File: config.mk
export PLATFORM = sky130hd
export DESIGN_NAME = ssp_top
export DESIGN_NICKNAME = d
export VERILOG_FILES = /design/src/verilog/ssp_baud.v /design/src/verilog/ssp_top.v
export VERILOG_INCLUDE_DIRS = /design/src /design/src/verilog
export SDC_FILE = /design/constraint.sdc
export NUM_CORES = 1
export LEC_CHECK = 0
export BUFFER_PORTS_ARGS = -buffer_cell sky130_fd_sc_hd__buf_2
export CAP_MARGIN = 10
export CORE_MARGIN = 4
export CORE_UTILIZATION = 60
export CTS_CLUSTER_SIZE = 16
export DETAILED_ROUTE_END_ITERATION = 6
export PLACE_DENSITY = 0.93
export REMOVE_ABC_BUFFERS = 1
export SLEW_MARGIN = 20
export SYNTH_ARGS = -nofsm -noshare
export SYNTH_HDL_FRONTEND = slang
export SYNTH_SLANG_ARGS = --single-unit
File: constraint.sdc
create_clock -name clk_i -period 9.3 [get_ports clk_i]
set_clock_uncertainty 0.05 [all_clocks]
set_input_delay 1.86 -clock clk_i [delete_from_list [all_inputs] [get_ports clk_i]]
set_output_delay 1.86 -clock clk_i [all_outputs]
set_load 0.05 [all_outputs]
File: src/verilog/ssp_defines.vh
// constants for the secondary serial port control block
`ifndef SSP_DEFINES_VH
`define SSP_DEFINES_VH
// register byte addresses
`define SSP_ADDR_TXCTL   4'h0
`define SSP_ADDR_RXCTL   4'h4
`define SSP_ADDR_DATA    4'h8
`define SSP_ADDR_BAUD    4'hC
// transmit control/status fields
`define SSP_TX_CLOCK_SOURCE_SELECT      7
`define SSP_TX_TX9       6
`define SSP_TX_EN        5
`define SSP_TX_SYNC      4
`define SSP_TX_HIGH      2
`define SSP_TX_EMPTY     1
`define SSP_TX_NINTH     0
// receive control/status fields
`define SSP_RX_PEN       7
`define SSP_RX_RX9       6
`define SSP_RX_SINGLE    5
`define SSP_RX_CONT      4
`define SSP_RX_ADDR      3
`define SSP_RX_FRAMING_ERROR_FLAG      2
`define SSP_RX_OVERRUN_ERROR_FLAG      1
`define SSP_RX_NINTH     0
// writable masks and reset values
`define SSP_TXCTL_WMASK  8'hF5
`define SSP_RXCTL_WMASK  8'hF8
`define SSP_TXCTL_RESET  8'h02
`define SSP_RXCTL_RESET  8'h00
`define SSP_BAUD_RESET   8'h00
// baud divisors: async low, async high, sync
`define SSP_DIV_LOW      7'd64
`define SSP_DIV_HIGH     7'd16
`define SSP_DIV_SYNC     7'd4
`endif

File: src/verilog/ssp_baud.v
// baud generator: one-cycle tick every div*(n+1) clocks
`timescale 1ns/1ps
`default_nettype none
module ssp_baud (
  // clock and reset
  input  wire       clk_i,
  input  wire       rst_i,
  // control
  input  wire       clear_i,
  input  wire [7:0] value_i,
  input  wire [6:0] div_i,
  // tick
  output reg        tick_o
);
  reg [14:0] cnt_q;
  wire [14:0] last_w;
  assign last_w = ({7'h00, value_i} + 15'd1) * {8'h00, div_i} - 15'd1;
  // free-running counter, cleared by a rate write
  always @(posedge clk_i) begin
    if (rst_i || clear_i) begin
      cnt_q  <= 15'h0000;
      tick_o <= 1'b0;
    end else if (cnt_q >= last_w) begin
      cnt_q  <= 15'h0000;
      tick_o <= 1'b1;
    end else begin
      cnt_q  <= cnt_q + 15'd1;
      tick_o <= 1'b0;
    end
  end
endmodule
`default_nettype wire

File: src/verilog/ssp_top.v
// secondary serial port control: registers, tx and rx engines
// Notes on behaviour
// - port enable claims pins; clear holds the channel in reset
// - clock source: master uses baud generator, slave external clock
// - nine-bit transmit selects 9-bit frames, ninth bit from control
// - transmit enable; sync receive enables override it
// - mode bit selects synchronous or asynchronous operation
// - high-speed bit changes async baud rate only
// - shift-empty status reads 1 when shifter idle, resets to 1
// - nine-bit receive select chooses 9-bit reception
// - single receive takes one word in sync master, self-clears
// - continuous receive enables async rx, sync runs until cleared
// - async 9-bit address detect accepts only words with bit 8 set
// - framing flag follows current word, updates only when a new word is loaded
// - overrun flag set on overrun, cleared by clearing continuous rx
// - ninth received bit shown in receive status bit 0
// - open-drain control makes transmit pin drive low only
// - three modes: async full-duplex, sync master, sync slave
// - writing the baud value restarts the baud generator
`timescale 1ns/1ps
`default_nettype none
`include "ssp_defines.vh"
module ssp_top (
  // clock and reset
  input  wire        clk_i,
  input  wire        rst_i,
  // wishbone slave
  input  wire        wb_cyc_i,
  input  wire        wb_stb_i,
  input  wire        wb_we_i,
  input  wire [3:0]  wb_adr_i,
  input  wire [3:0]  wb_sel_i,
  input  wire [31:0] wb_dat_i,
  output reg  [31:0] wb_dat_o,
  output reg         wb_ack_o,
  // port control
  input  wire        open_drain_i,
  // transmit/clock pin
  input  wire        tx_ck_i,
  output reg         tx_ck_o,
  output reg         tx_ck_oe_o,
  // receive/data pin
  input  wire        rx_dt_i,
  output reg         rx_dt_o,
  output reg         rx_dt_oe_o,
  // status
  output reg         rx_flag_o,
  output reg         tx_flag_o
);
  localparam ST_IDLE = 2'd0;
  localparam ST_SHFT = 2'd1;
  localparam ST_STOP = 2'd2;

  reg  [7:0] txc_q;
  reg  [7:0] rxc_q;
  reg  [7:0] baud_q;
  reg  [7:0] txbuf_q;
  reg        txfull_q;
  reg  [8:0] rdat_q;
  reg  [8:0] tsr_q;
  reg  [3:0] tcnt_q;
  reg  [1:0] tst_q;
  reg  [3:0] tsub_q;
  reg  [8:0] rsr_q;
  reg  [3:0] rcnt_q;
  reg  [1:0] rst_q;
  reg  [3:0] rsub_q;
  reg        framing_error_flag_q;
  reg        overrun_error_flag_q;
  reg        fpend_q;
  reg        ckp_q;
  reg        sclk_q;
  reg        baud_clr_q;
  wire       req_w;
  wire       wr_w;
  wire       rd_w;
  wire       en_w;
  wire       sync_w;
  wire       mast_w;
  wire       rxon_w;
  wire       txok_w;
  wire       tick_w;
  wire       os_w;
  wire [3:0] nbits_t;
  wire [3:0] nbits_r;
  wire [6:0] div_w;
  wire       slv_fall;
  wire       slv_rise;
  wire       done_w;
  wire       tgo_w;

  // decode of bus request and mode
  assign req_w   = wb_cyc_i & wb_stb_i & ~wb_ack_o;
  assign wr_w    = req_w & wb_we_i & wb_sel_i[0];
  assign rd_w    = req_w & ~wb_we_i;
  assign en_w    = rxc_q[`SSP_RX_PEN];
  assign sync_w  = txc_q[`SSP_TX_SYNC];
  assign mast_w  = sync_w & txc_q[`SSP_TX_CLOCK_SOURCE_SELECT];
  assign rxon_w  = rxc_q[`SSP_RX_CONT] |
                   (mast_w & rxc_q[`SSP_RX_SINGLE]);
  assign txok_w  = txc_q[`SSP_TX_EN] & ~(sync_w & rxon_w);
  assign nbits_t = txc_q[`SSP_TX_TX9] ? 4'd9 : 4'd8;
  assign nbits_r = rxc_q[`SSP_RX_RX9] ? 4'd9 : 4'd8;
  assign div_w   = sync_w ? `SSP_DIV_SYNC :
                   (txc_q[`SSP_TX_HIGH] ? `SSP_DIV_HIGH
                                        : `SSP_DIV_LOW);
  assign os_w    = tick_w;
  // async frames start on a tick so the start bit is one full bit time
  assign tgo_w   = txfull_q && txok_w && (sync_w || os_w);
  assign slv_fall = ckp_q & ~tx_ck_i;
  assign slv_rise = ~ckp_q & tx_ck_i;

  ////////////////////////////////////////////////////////////////////////
  // baud generator
  ssp_baud u_baud (
    .clk_i   (clk_i),
    .rst_i   (rst_i | ~en_w),
    .clear_i (baud_clr_q),
    .value_i (baud_q),
    .div_i   (div_w),
    .tick_o  (tick_w)
  );

  ////////////////////////////////////////////////////////////////////////
  // wishbone registers, one cycle to ack
  always @(posedge clk_i) begin
    if (rst_i) begin
      wb_ack_o   <= 1'b0;
      wb_dat_o   <= 32'h00000000;
      txc_q      <= `SSP_TXCTL_RESET;
      rxc_q      <= `SSP_RXCTL_RESET;
      baud_q     <= `SSP_BAUD_RESET;
      txbuf_q    <= 8'h00;
      txfull_q   <= 1'b0;
      baud_clr_q <= 1'b0;
    end else begin
      wb_ack_o   <= req_w;
      baud_clr_q <= 1'b0;
      if (rd_w) begin
        case (wb_adr_i)
          `SSP_ADDR_TXCTL: wb_dat_o <= {24'h000000, txc_q[7:2],
                                        (tst_q == ST_IDLE),
                                        txc_q[0]};
          `SSP_ADDR_RXCTL: wb_dat_o <= {24'h000000, rxc_q[7:3],
                                        framing_error_flag_q, overrun_error_flag_q,
                                        rdat_q[8]};
          `SSP_ADDR_DATA:  wb_dat_o <= {24'h000000, rdat_q[7:0]};
          `SSP_ADDR_BAUD:  wb_dat_o <= {24'h000000, baud_q};
          default:         wb_dat_o <= 32'h00000000;
        endcase
      end
      if (wr_w) begin
        case (wb_adr_i)
          `SSP_ADDR_TXCTL: txc_q <= (wb_dat_i[7:0] & `SSP_TXCTL_WMASK);
          `SSP_ADDR_RXCTL: rxc_q <= (wb_dat_i[7:0] & `SSP_RXCTL_WMASK);
          `SSP_ADDR_DATA: begin
            txbuf_q  <= wb_dat_i[7:0];
            txfull_q <= 1'b1;
          end
          `SSP_ADDR_BAUD: begin
            baud_q     <= wb_dat_i[7:0];
            baud_clr_q <= 1'b1;
          end
          default: ;
        endcase
      end
      if (tgo_w && tst_q == ST_IDLE && en_w)
        txfull_q <= 1'b0;
      if (done_w && mast_w && !rxc_q[`SSP_RX_CONT])
        rxc_q[`SSP_RX_SINGLE] <= 1'b0;
      if (!en_w) begin
        txfull_q <= 1'b0;
      end
    end
  end

  ////////////////////////////////////////////////////////////////////////
  // sync clock: master toggles on ticks, slave samples pin
  always @(posedge clk_i) begin
    if (rst_i || !en_w) begin
      sclk_q <= 1'b1;
      ckp_q  <= 1'b1;
    end else begin
      ckp_q <= tx_ck_i;
      if (mast_w && tick_w && (tst_q == ST_SHFT || rst_q == ST_SHFT))
        sclk_q <= ~sclk_q;
      else if (!(tst_q == ST_SHFT || rst_q == ST_SHFT))
        sclk_q <= 1'b1;
    end
  end

  ////////////////////////////////////////////////////////////////////////
  // transmitter: async start/data/stop or sync data on data pin
  always @(posedge clk_i) begin
    if (rst_i || !en_w) begin
      tst_q  <= ST_IDLE;
      tsr_q  <= 9'h1FF;
      tcnt_q <= 4'h0;
      tsub_q <= 4'h0;
    end else begin
      case (tst_q)
        ST_IDLE: begin
          if (tgo_w) begin
            // in 8-bit frames bit 8 is the stop level
            tsr_q  <= {(txc_q[`SSP_TX_TX9] ? txc_q[`SSP_TX_NINTH]
                                           : 1'b1), txbuf_q};
            tcnt_q <= 4'h0;
            tsub_q <= 4'h0;
            tst_q  <= sync_w ? ST_SHFT : ST_STOP;
          end
        end
        ST_STOP: begin
          // async start bit held one bit period, then data
          if (os_w) begin
            tst_q <= ST_SHFT;
          end
        end
        ST_SHFT: begin
          if (sync_w ? (mast_w ? (tick_w && !sclk_q) : slv_fall)
                     : os_w) begin
            tsr_q  <= {1'b1, tsr_q[8:1]};
            tcnt_q <= tcnt_q + 4'd1;
            if (tcnt_q == nbits_t - 4'd1 + (sync_w ? 4'd0 : 4'd1))
              tst_q <= ST_IDLE;
          end
        end
        default: tst_q <= ST_IDLE;
      endcase
    end
  end

  ////////////////////////////////////////////////////////////////////////
  // receiver: sample on free-running baud ticks (async) or clock edge (sync)
  assign done_w = (rst_q == ST_SHFT) && (rcnt_q == nbits_r) &&
                  (sync_w ? 1'b1 : os_w);
  always @(posedge clk_i) begin
    if (rst_i || !en_w) begin
      rst_q   <= ST_IDLE;
      rsr_q   <= 9'h000;
      rcnt_q  <= 4'h0;
      rsub_q  <= 4'h0;
      rdat_q  <= 9'h000;
      framing_error_flag_q  <= 1'b0;
      overrun_error_flag_q  <= 1'b0;
      fpend_q <= 1'b0;
      rx_flag_o <= 1'b0;
    end else begin
      if (rd_w && wb_adr_i == `SSP_ADDR_DATA)
        rx_flag_o <= 1'b0;
      if (!rxc_q[`SSP_RX_CONT])
        overrun_error_flag_q <= 1'b0;
      case (rst_q)
        ST_IDLE: begin
          rcnt_q <= 4'h0;
          if (rxon_w && (sync_w || !rx_dt_i))
            // a tick on the detect edge already sampled the start bit
            rst_q <= (sync_w || os_w) ? ST_SHFT : ST_STOP;
        end
        ST_STOP: begin
          if (os_w)
            rst_q <= rx_dt_i ? ST_IDLE : ST_SHFT;
        end
        ST_SHFT: begin
          if (rcnt_q != nbits_r &&
              (sync_w ? (mast_w ? (tick_w && !sclk_q) : slv_fall) : os_w)) begin
            rsr_q  <= {rx_dt_i, rsr_q[8:1]};
            rcnt_q <= rcnt_q + 4'd1;
          end
          if (!rxon_w)
            rst_q <= ST_IDLE;
          if (done_w) begin
            rst_q <= ST_IDLE;
            // skip data words when address detect is on in async 9-bit reception
            if (!(!sync_w && rxc_q[`SSP_RX_RX9] &&
                  rxc_q[`SSP_RX_ADDR] && !rsr_q[8])) begin
              if (overrun_error_flag_q) begin
              end else if (rx_flag_o) begin
                if (rxc_q[`SSP_RX_CONT] || !sync_w)
                  overrun_error_flag_q <= 1'b1;
              end else begin
                rdat_q <= rxc_q[`SSP_RX_RX9] ? rsr_q
                                             : {1'b0, rsr_q[8:1]};
                rx_flag_o <= 1'b1;
                framing_error_flag_q <= !sync_w && !rx_dt_i;
              end
            end
          end
        end
        default: rst_q <= ST_IDLE;
      endcase
      if (rx_flag_o && rd_w && wb_adr_i == `SSP_ADDR_DATA)
        fpend_q <= 1'b1;
    end
  end

  ////////////////////////////////////////////////////////////////////////
  // pin drivers and transmit flag
  always @(posedge clk_i) begin
    if (rst_i || !en_w) begin
      tx_ck_o    <= 1'b1;
      tx_ck_oe_o <= 1'b0;
      rx_dt_o    <= 1'b1;
      rx_dt_oe_o <= 1'b0;
      tx_flag_o  <= 1'b0;
    end else begin
      tx_flag_o <= ~txfull_q;
      if (!sync_w) begin
        // async: tx pin is data out, rx pin input
        tx_ck_o    <= (tst_q == ST_STOP) ? 1'b0 :
                      (tst_q == ST_SHFT) ? tsr_q[0] : 1'b1;
        tx_ck_oe_o <= open_drain_i ?
                      ~((tst_q == ST_STOP) ? 1'b0 :
                        (tst_q == ST_SHFT) ? tsr_q[0] : 1'b1)
                      : 1'b1;
        rx_dt_oe_o <= 1'b0;
      end else begin
        // sync: master drives clock; data out only while sending
        tx_ck_o    <= sclk_q;
        tx_ck_oe_o <= mast_w & (~open_drain_i | ~sclk_q);
        rx_dt_o    <= tsr_q[0];
        rx_dt_oe_o <= (tst_q == ST_SHFT) & ~rxon_w;
      end
    end
  end
endmodule
`default_nettype wire

==> summary.md <==
| Metric | Value |
|---|---|
| Cell mode on critical path | `ha_1` |
| Worst setup margin | `3.14 ns` |
| Internal power | `554 uW` |
| Reg power frac | `58.3%` |
| Placed insts | `856` |
| Ys async rst share | `0%` |
| Synth unique cells | `60` |
| Die outline area | `12400 um2` |
| Fillers | `801` |
| CORE AREA | `10400 um2` |
| Die width | `111 um` |
| Synthesized cell area | `6420 um2` |
| PnR Total Power | `757 uW` |
| Synth Area in XOR/XNOR | `4.50%` |
| Worst slew pin tran | `1.07 ns` |
| Register bit total from synthesis | `103` |
| CTS buffer count | `9` |
| CP Capture Type | `flip-flop` |
| Simple-gate share of the synthesized area | `20.6%` |
| Worst-Skew Late Latency | `0.38 ns` |
| Final Non-Filler Cells | `872` |
| Top delay family on crit path | `adder cells` |
| CTS tree | `done` |
| CP Max Fanout | `26` |
| H-tree depth | `3` |
| Final hold vios | `0` |
| Multi-input gate area | `3950 um2` |
| Num ports | `87` |
| Switching Fraction | `26.8%` |
| Net Sw Power | `203 uW` |
| Grt ovf | `0` |
| Largest net degree at the start of global routing | `56` |
| Final setup viols | `0` |
| Pins Over Slew Limit | `0` |
| Post-CTS Setup Bufs | `0` |
| Residual DRC count | `0` |
| Seq/Total Area, Yosys | `32.1%` |
| Worst path cell trace | `buf_4 > inv_1 > nand2_1 > nor2_1 > ha_1 > inv_1 > fa_1 > fa_1 > inv_1 > ha_1 > ha_1 > a21o_1 > a21oi_1 > o21ai_0 > o41ai_1 > xor2_1 > ha_1 > a211o_1 > a41oi_1 > a211oi_2 > and2_1` |
| Initial antenna violation count | `0` |
| CTS root buffer | `clkbuf_8` |
| Req. time, crit path | `9.56 ns` |
| Complex-gate fraction of the synthesized area | `9.20%` |
| VDD IR-drop max | `0.0000983 V` |
| CP Class | `reg2reg` |
| Post-route ant nets | `0` |
| CP max stage cell | `a211oi_2` |
| Register Area | `2060 um2` |
| Setup TNS | `0 ns` |
| Clock sink total | `103` |
| Max transition margin | `28.2%` |
| Hold crit path type | `reg2reg` |
| Initial Utilization | `61.9%` |
| Clk slew on worst S/H paths | `0.10 ns` |
| WL final | `13500 um` |
| Post_cts resized | `0` |
| Post-synthesis mux area share | `11.7%` |
| Inserted Diodes | `0` |
| Part of the cycle the worst path needs | `66.2%` |
| Buf/Inv on CP | `4` |
| Die Y | `111 um` |
| Status | `finished clean` |
| Comb power frac | `6.6%` |
| Tot GR Track Use | `22.0%` |
| Tmin final | `6.16 ns` |
| Mapped Cells | `719` |
| Post-synthesis adder-cell area fraction | `14.1%` |
| Avg Cell Area, Syn | `8.93 um2` |
| Ys Warns | `0` |
| Share of layout cells above drive strength 1 | `11.0%` |
| Post-synth EDFFs | `0` |
| Worst-case clock buffer depth | `2` |
| Main flop type after synthesis | `dfxtp_1` |
| HPWL reported at the end of detailed placement | `10100 um` |
| Routed WL per cell | `15.5 um` |
| Vias | `5065` |
| Post-place setup slack | `3.25 ns` |
| Row count | `37` |
| Max frequency | `162 MHz` |
| Worst hold slack | `0.414 ns` |
| CTS Hold Buffers Added | `0` |
| Vias/cell | `5.81` |
| Leak | `0.00274 uW` |
| Power density cells | `113 nW/um2` |
| CP startpoint kind | `flip-flop` |
| Layout Nets | `843` |
| Layout area overhead | `4.70%` |
| Largest stage delay, worst path | `0.86 ns` |
| Vias in the first global route | `4985` |
| Starting DRT DRC Count | `390` |
| Final GP Congestion | `0.840` |
| Power share of the clock group | `35.1%` |
| MaxCap Viol Count | `0` |
| RSZ-0062 raised after global routing | `false` |
| First-pass GRT wire length | `22700 um` |
| Worst endpoint data arrival time | `6.42 ns` |
| Port bufs | `35` |
| Largest family of logic cells by synthesized area | `simple AND/OR/NAND/NOR gates` |
| Pre-antenna DRT Iters | `5` |
through the flow:
stage	area, um2	utilization [%]
3_5_place_dp	6540	63.1
2_1_floorplan	6150	-
6_report	6720	64.8
5_1_grt	6720	64.8
3_3_place_gp	6540	63.1
4_1_cts	6720	64.8
final cells by class:
type,instances,area share [%]
Multi-Input combinational cell,539,58.8
Tap cell,136,2.53
Inverter,38,2.12
Clock buffer,10,1.90
Clock inverter,6,0.819
Sequential cell,103,30.7
Timing Repair Buffer,40,3.16
cells by family after synthesis:
logic type,Yosys count
buf+inv,100
mux,66
xor+xnor,33
compound gates,87
fa+ha+maj,64
simple gates,265
other cells,1
flops,103
cell usage after synthesis, types with 3 or more instances:
master | count | area, um2
mux2i_1 | 59 | 591
ha_1 | 50 | 626
fa_1 | 14 | 280
o211ai_1 | 4 | 30.0
nor4_1 | 16 | 100
or2_2 | 3 | 18.8
nand2_1 | 44 | 165
inv_1 | 38 | 143
nor2b_1 | 5 | 31.3
nand3_1 | 22 | 110
or3_1 | 3 | 18.8
clkbuf_1 | 24 | 90.1
and2_1 | 3 | 18.8
buf_4 | 26 | 195
a21oi_1 | 20 | 100
nor3_1 | 11 | 55.1
mux4_2 | 7 | 158
buf_2 | 5 | 25.0
a21o_1 | 7 | 52.6
xor2_1 | 19 | 166
o21a_1 | 5 | 37.5
nand4_1 | 5 | 31.3
xnor2_1 | 14 | 123
o21ai_0 | 13 | 65.1
a211oi_1 | 12 | 90.1
a22oi_1 | 8 | 60.1
buf_6 | 3 | 33.8
a31o_2 | 3 | 26.3
dfxtp_1 | 103 | 2060
buf_1 | 4 | 15.0
nand2b_1 | 16 | 100
nor2_1 | 110 | 413
and3_1 | 8 | 50.1
sequential cells by signal, summed over array words and instances (netlist names), 2 cells and up:
name,flops
rcnt_q,4
tst_q,2
u_baud.cnt_q,15
rdat_q,9
wb_dat_o,8
rxc_q,5
rst_q,2
baud_q,8
tsr_q,9
txc_q,6
rsr_q,9
tcnt_q,4
txbuf_q,8
power by group through the flow:
| stage | Sequential, uW | Combinational, uW | Clock, uW |
|---|---|---|---|
| CTS | 442 | 49.2 | 267 |
| detailed placement | 452 | 49.1 | 0 |
| finish | 442 | 49.7 | 266 |
| global route | 442 | 52.5 | 287 |
| floorplan | 453 | 34.1 | 0 |
| global placement | 452 | 48.5 | 0 |
routing by layer:
layer | track usage [%] | up-vias | routed length [um]
li1 | - | 2459 | -
met1 | 27.8 | 2402 | 5570
met2 | 37.6 | 172 | 6840
met3 | 3.37 | 32 | 829
met4 | 9.25 | 0 | 306
met5 | 0 | - | 0
cells in the final DEF, fill, tap and decap left out, types with 3 or more instances in the layout:
master	synthesis	final
nor2_1	110	110
dfxtp_1	103	103
mux2i_1	59	59
ha_1	50	50
nand2_1	44	44
inv_1	38	38
buf_2	5	35
conb_1	1	24
nand3_1	22	22
a21oi_1	20	20
xor2_1	19	19
nor4_1	16	16
nand2b_1	16	15
xnor2_1	14	14
fa_1	14	14
o21ai_0	13	13
a211oi_1	12	12
nor3_1	11	11
clkbuf_8	0	9
a22oi_1	8	8
and3_1	8	8
a21o_1	7	7
mux4_2	7	7
nand4_1	5	5
o21a_1	5	5
nor2b_1	5	5
buf_4	26	5
o211ai_1	4	4
or2_2	3	3
and2_1	3	3
or3_1	3	3
a31o_2	3	3
nor4b_2	2	3
path summary, 6_finish.rpt:
check | cells past startpoint | slack (ns) | start | endpoint
worst max-delay path | 21 | 3.14 | txc_q[4] | u_baud.tick_o
worst min-delay path | 1 | 0.41 | txfull_q | tx_flag_o
worst max register to register | 21 | 3.14 | txc_q[4] | u_baud.tick_o
worst min register to register | 1 | 0.41 | txfull_q | tx_flag_o
Power figures use the tool's default switching activity.
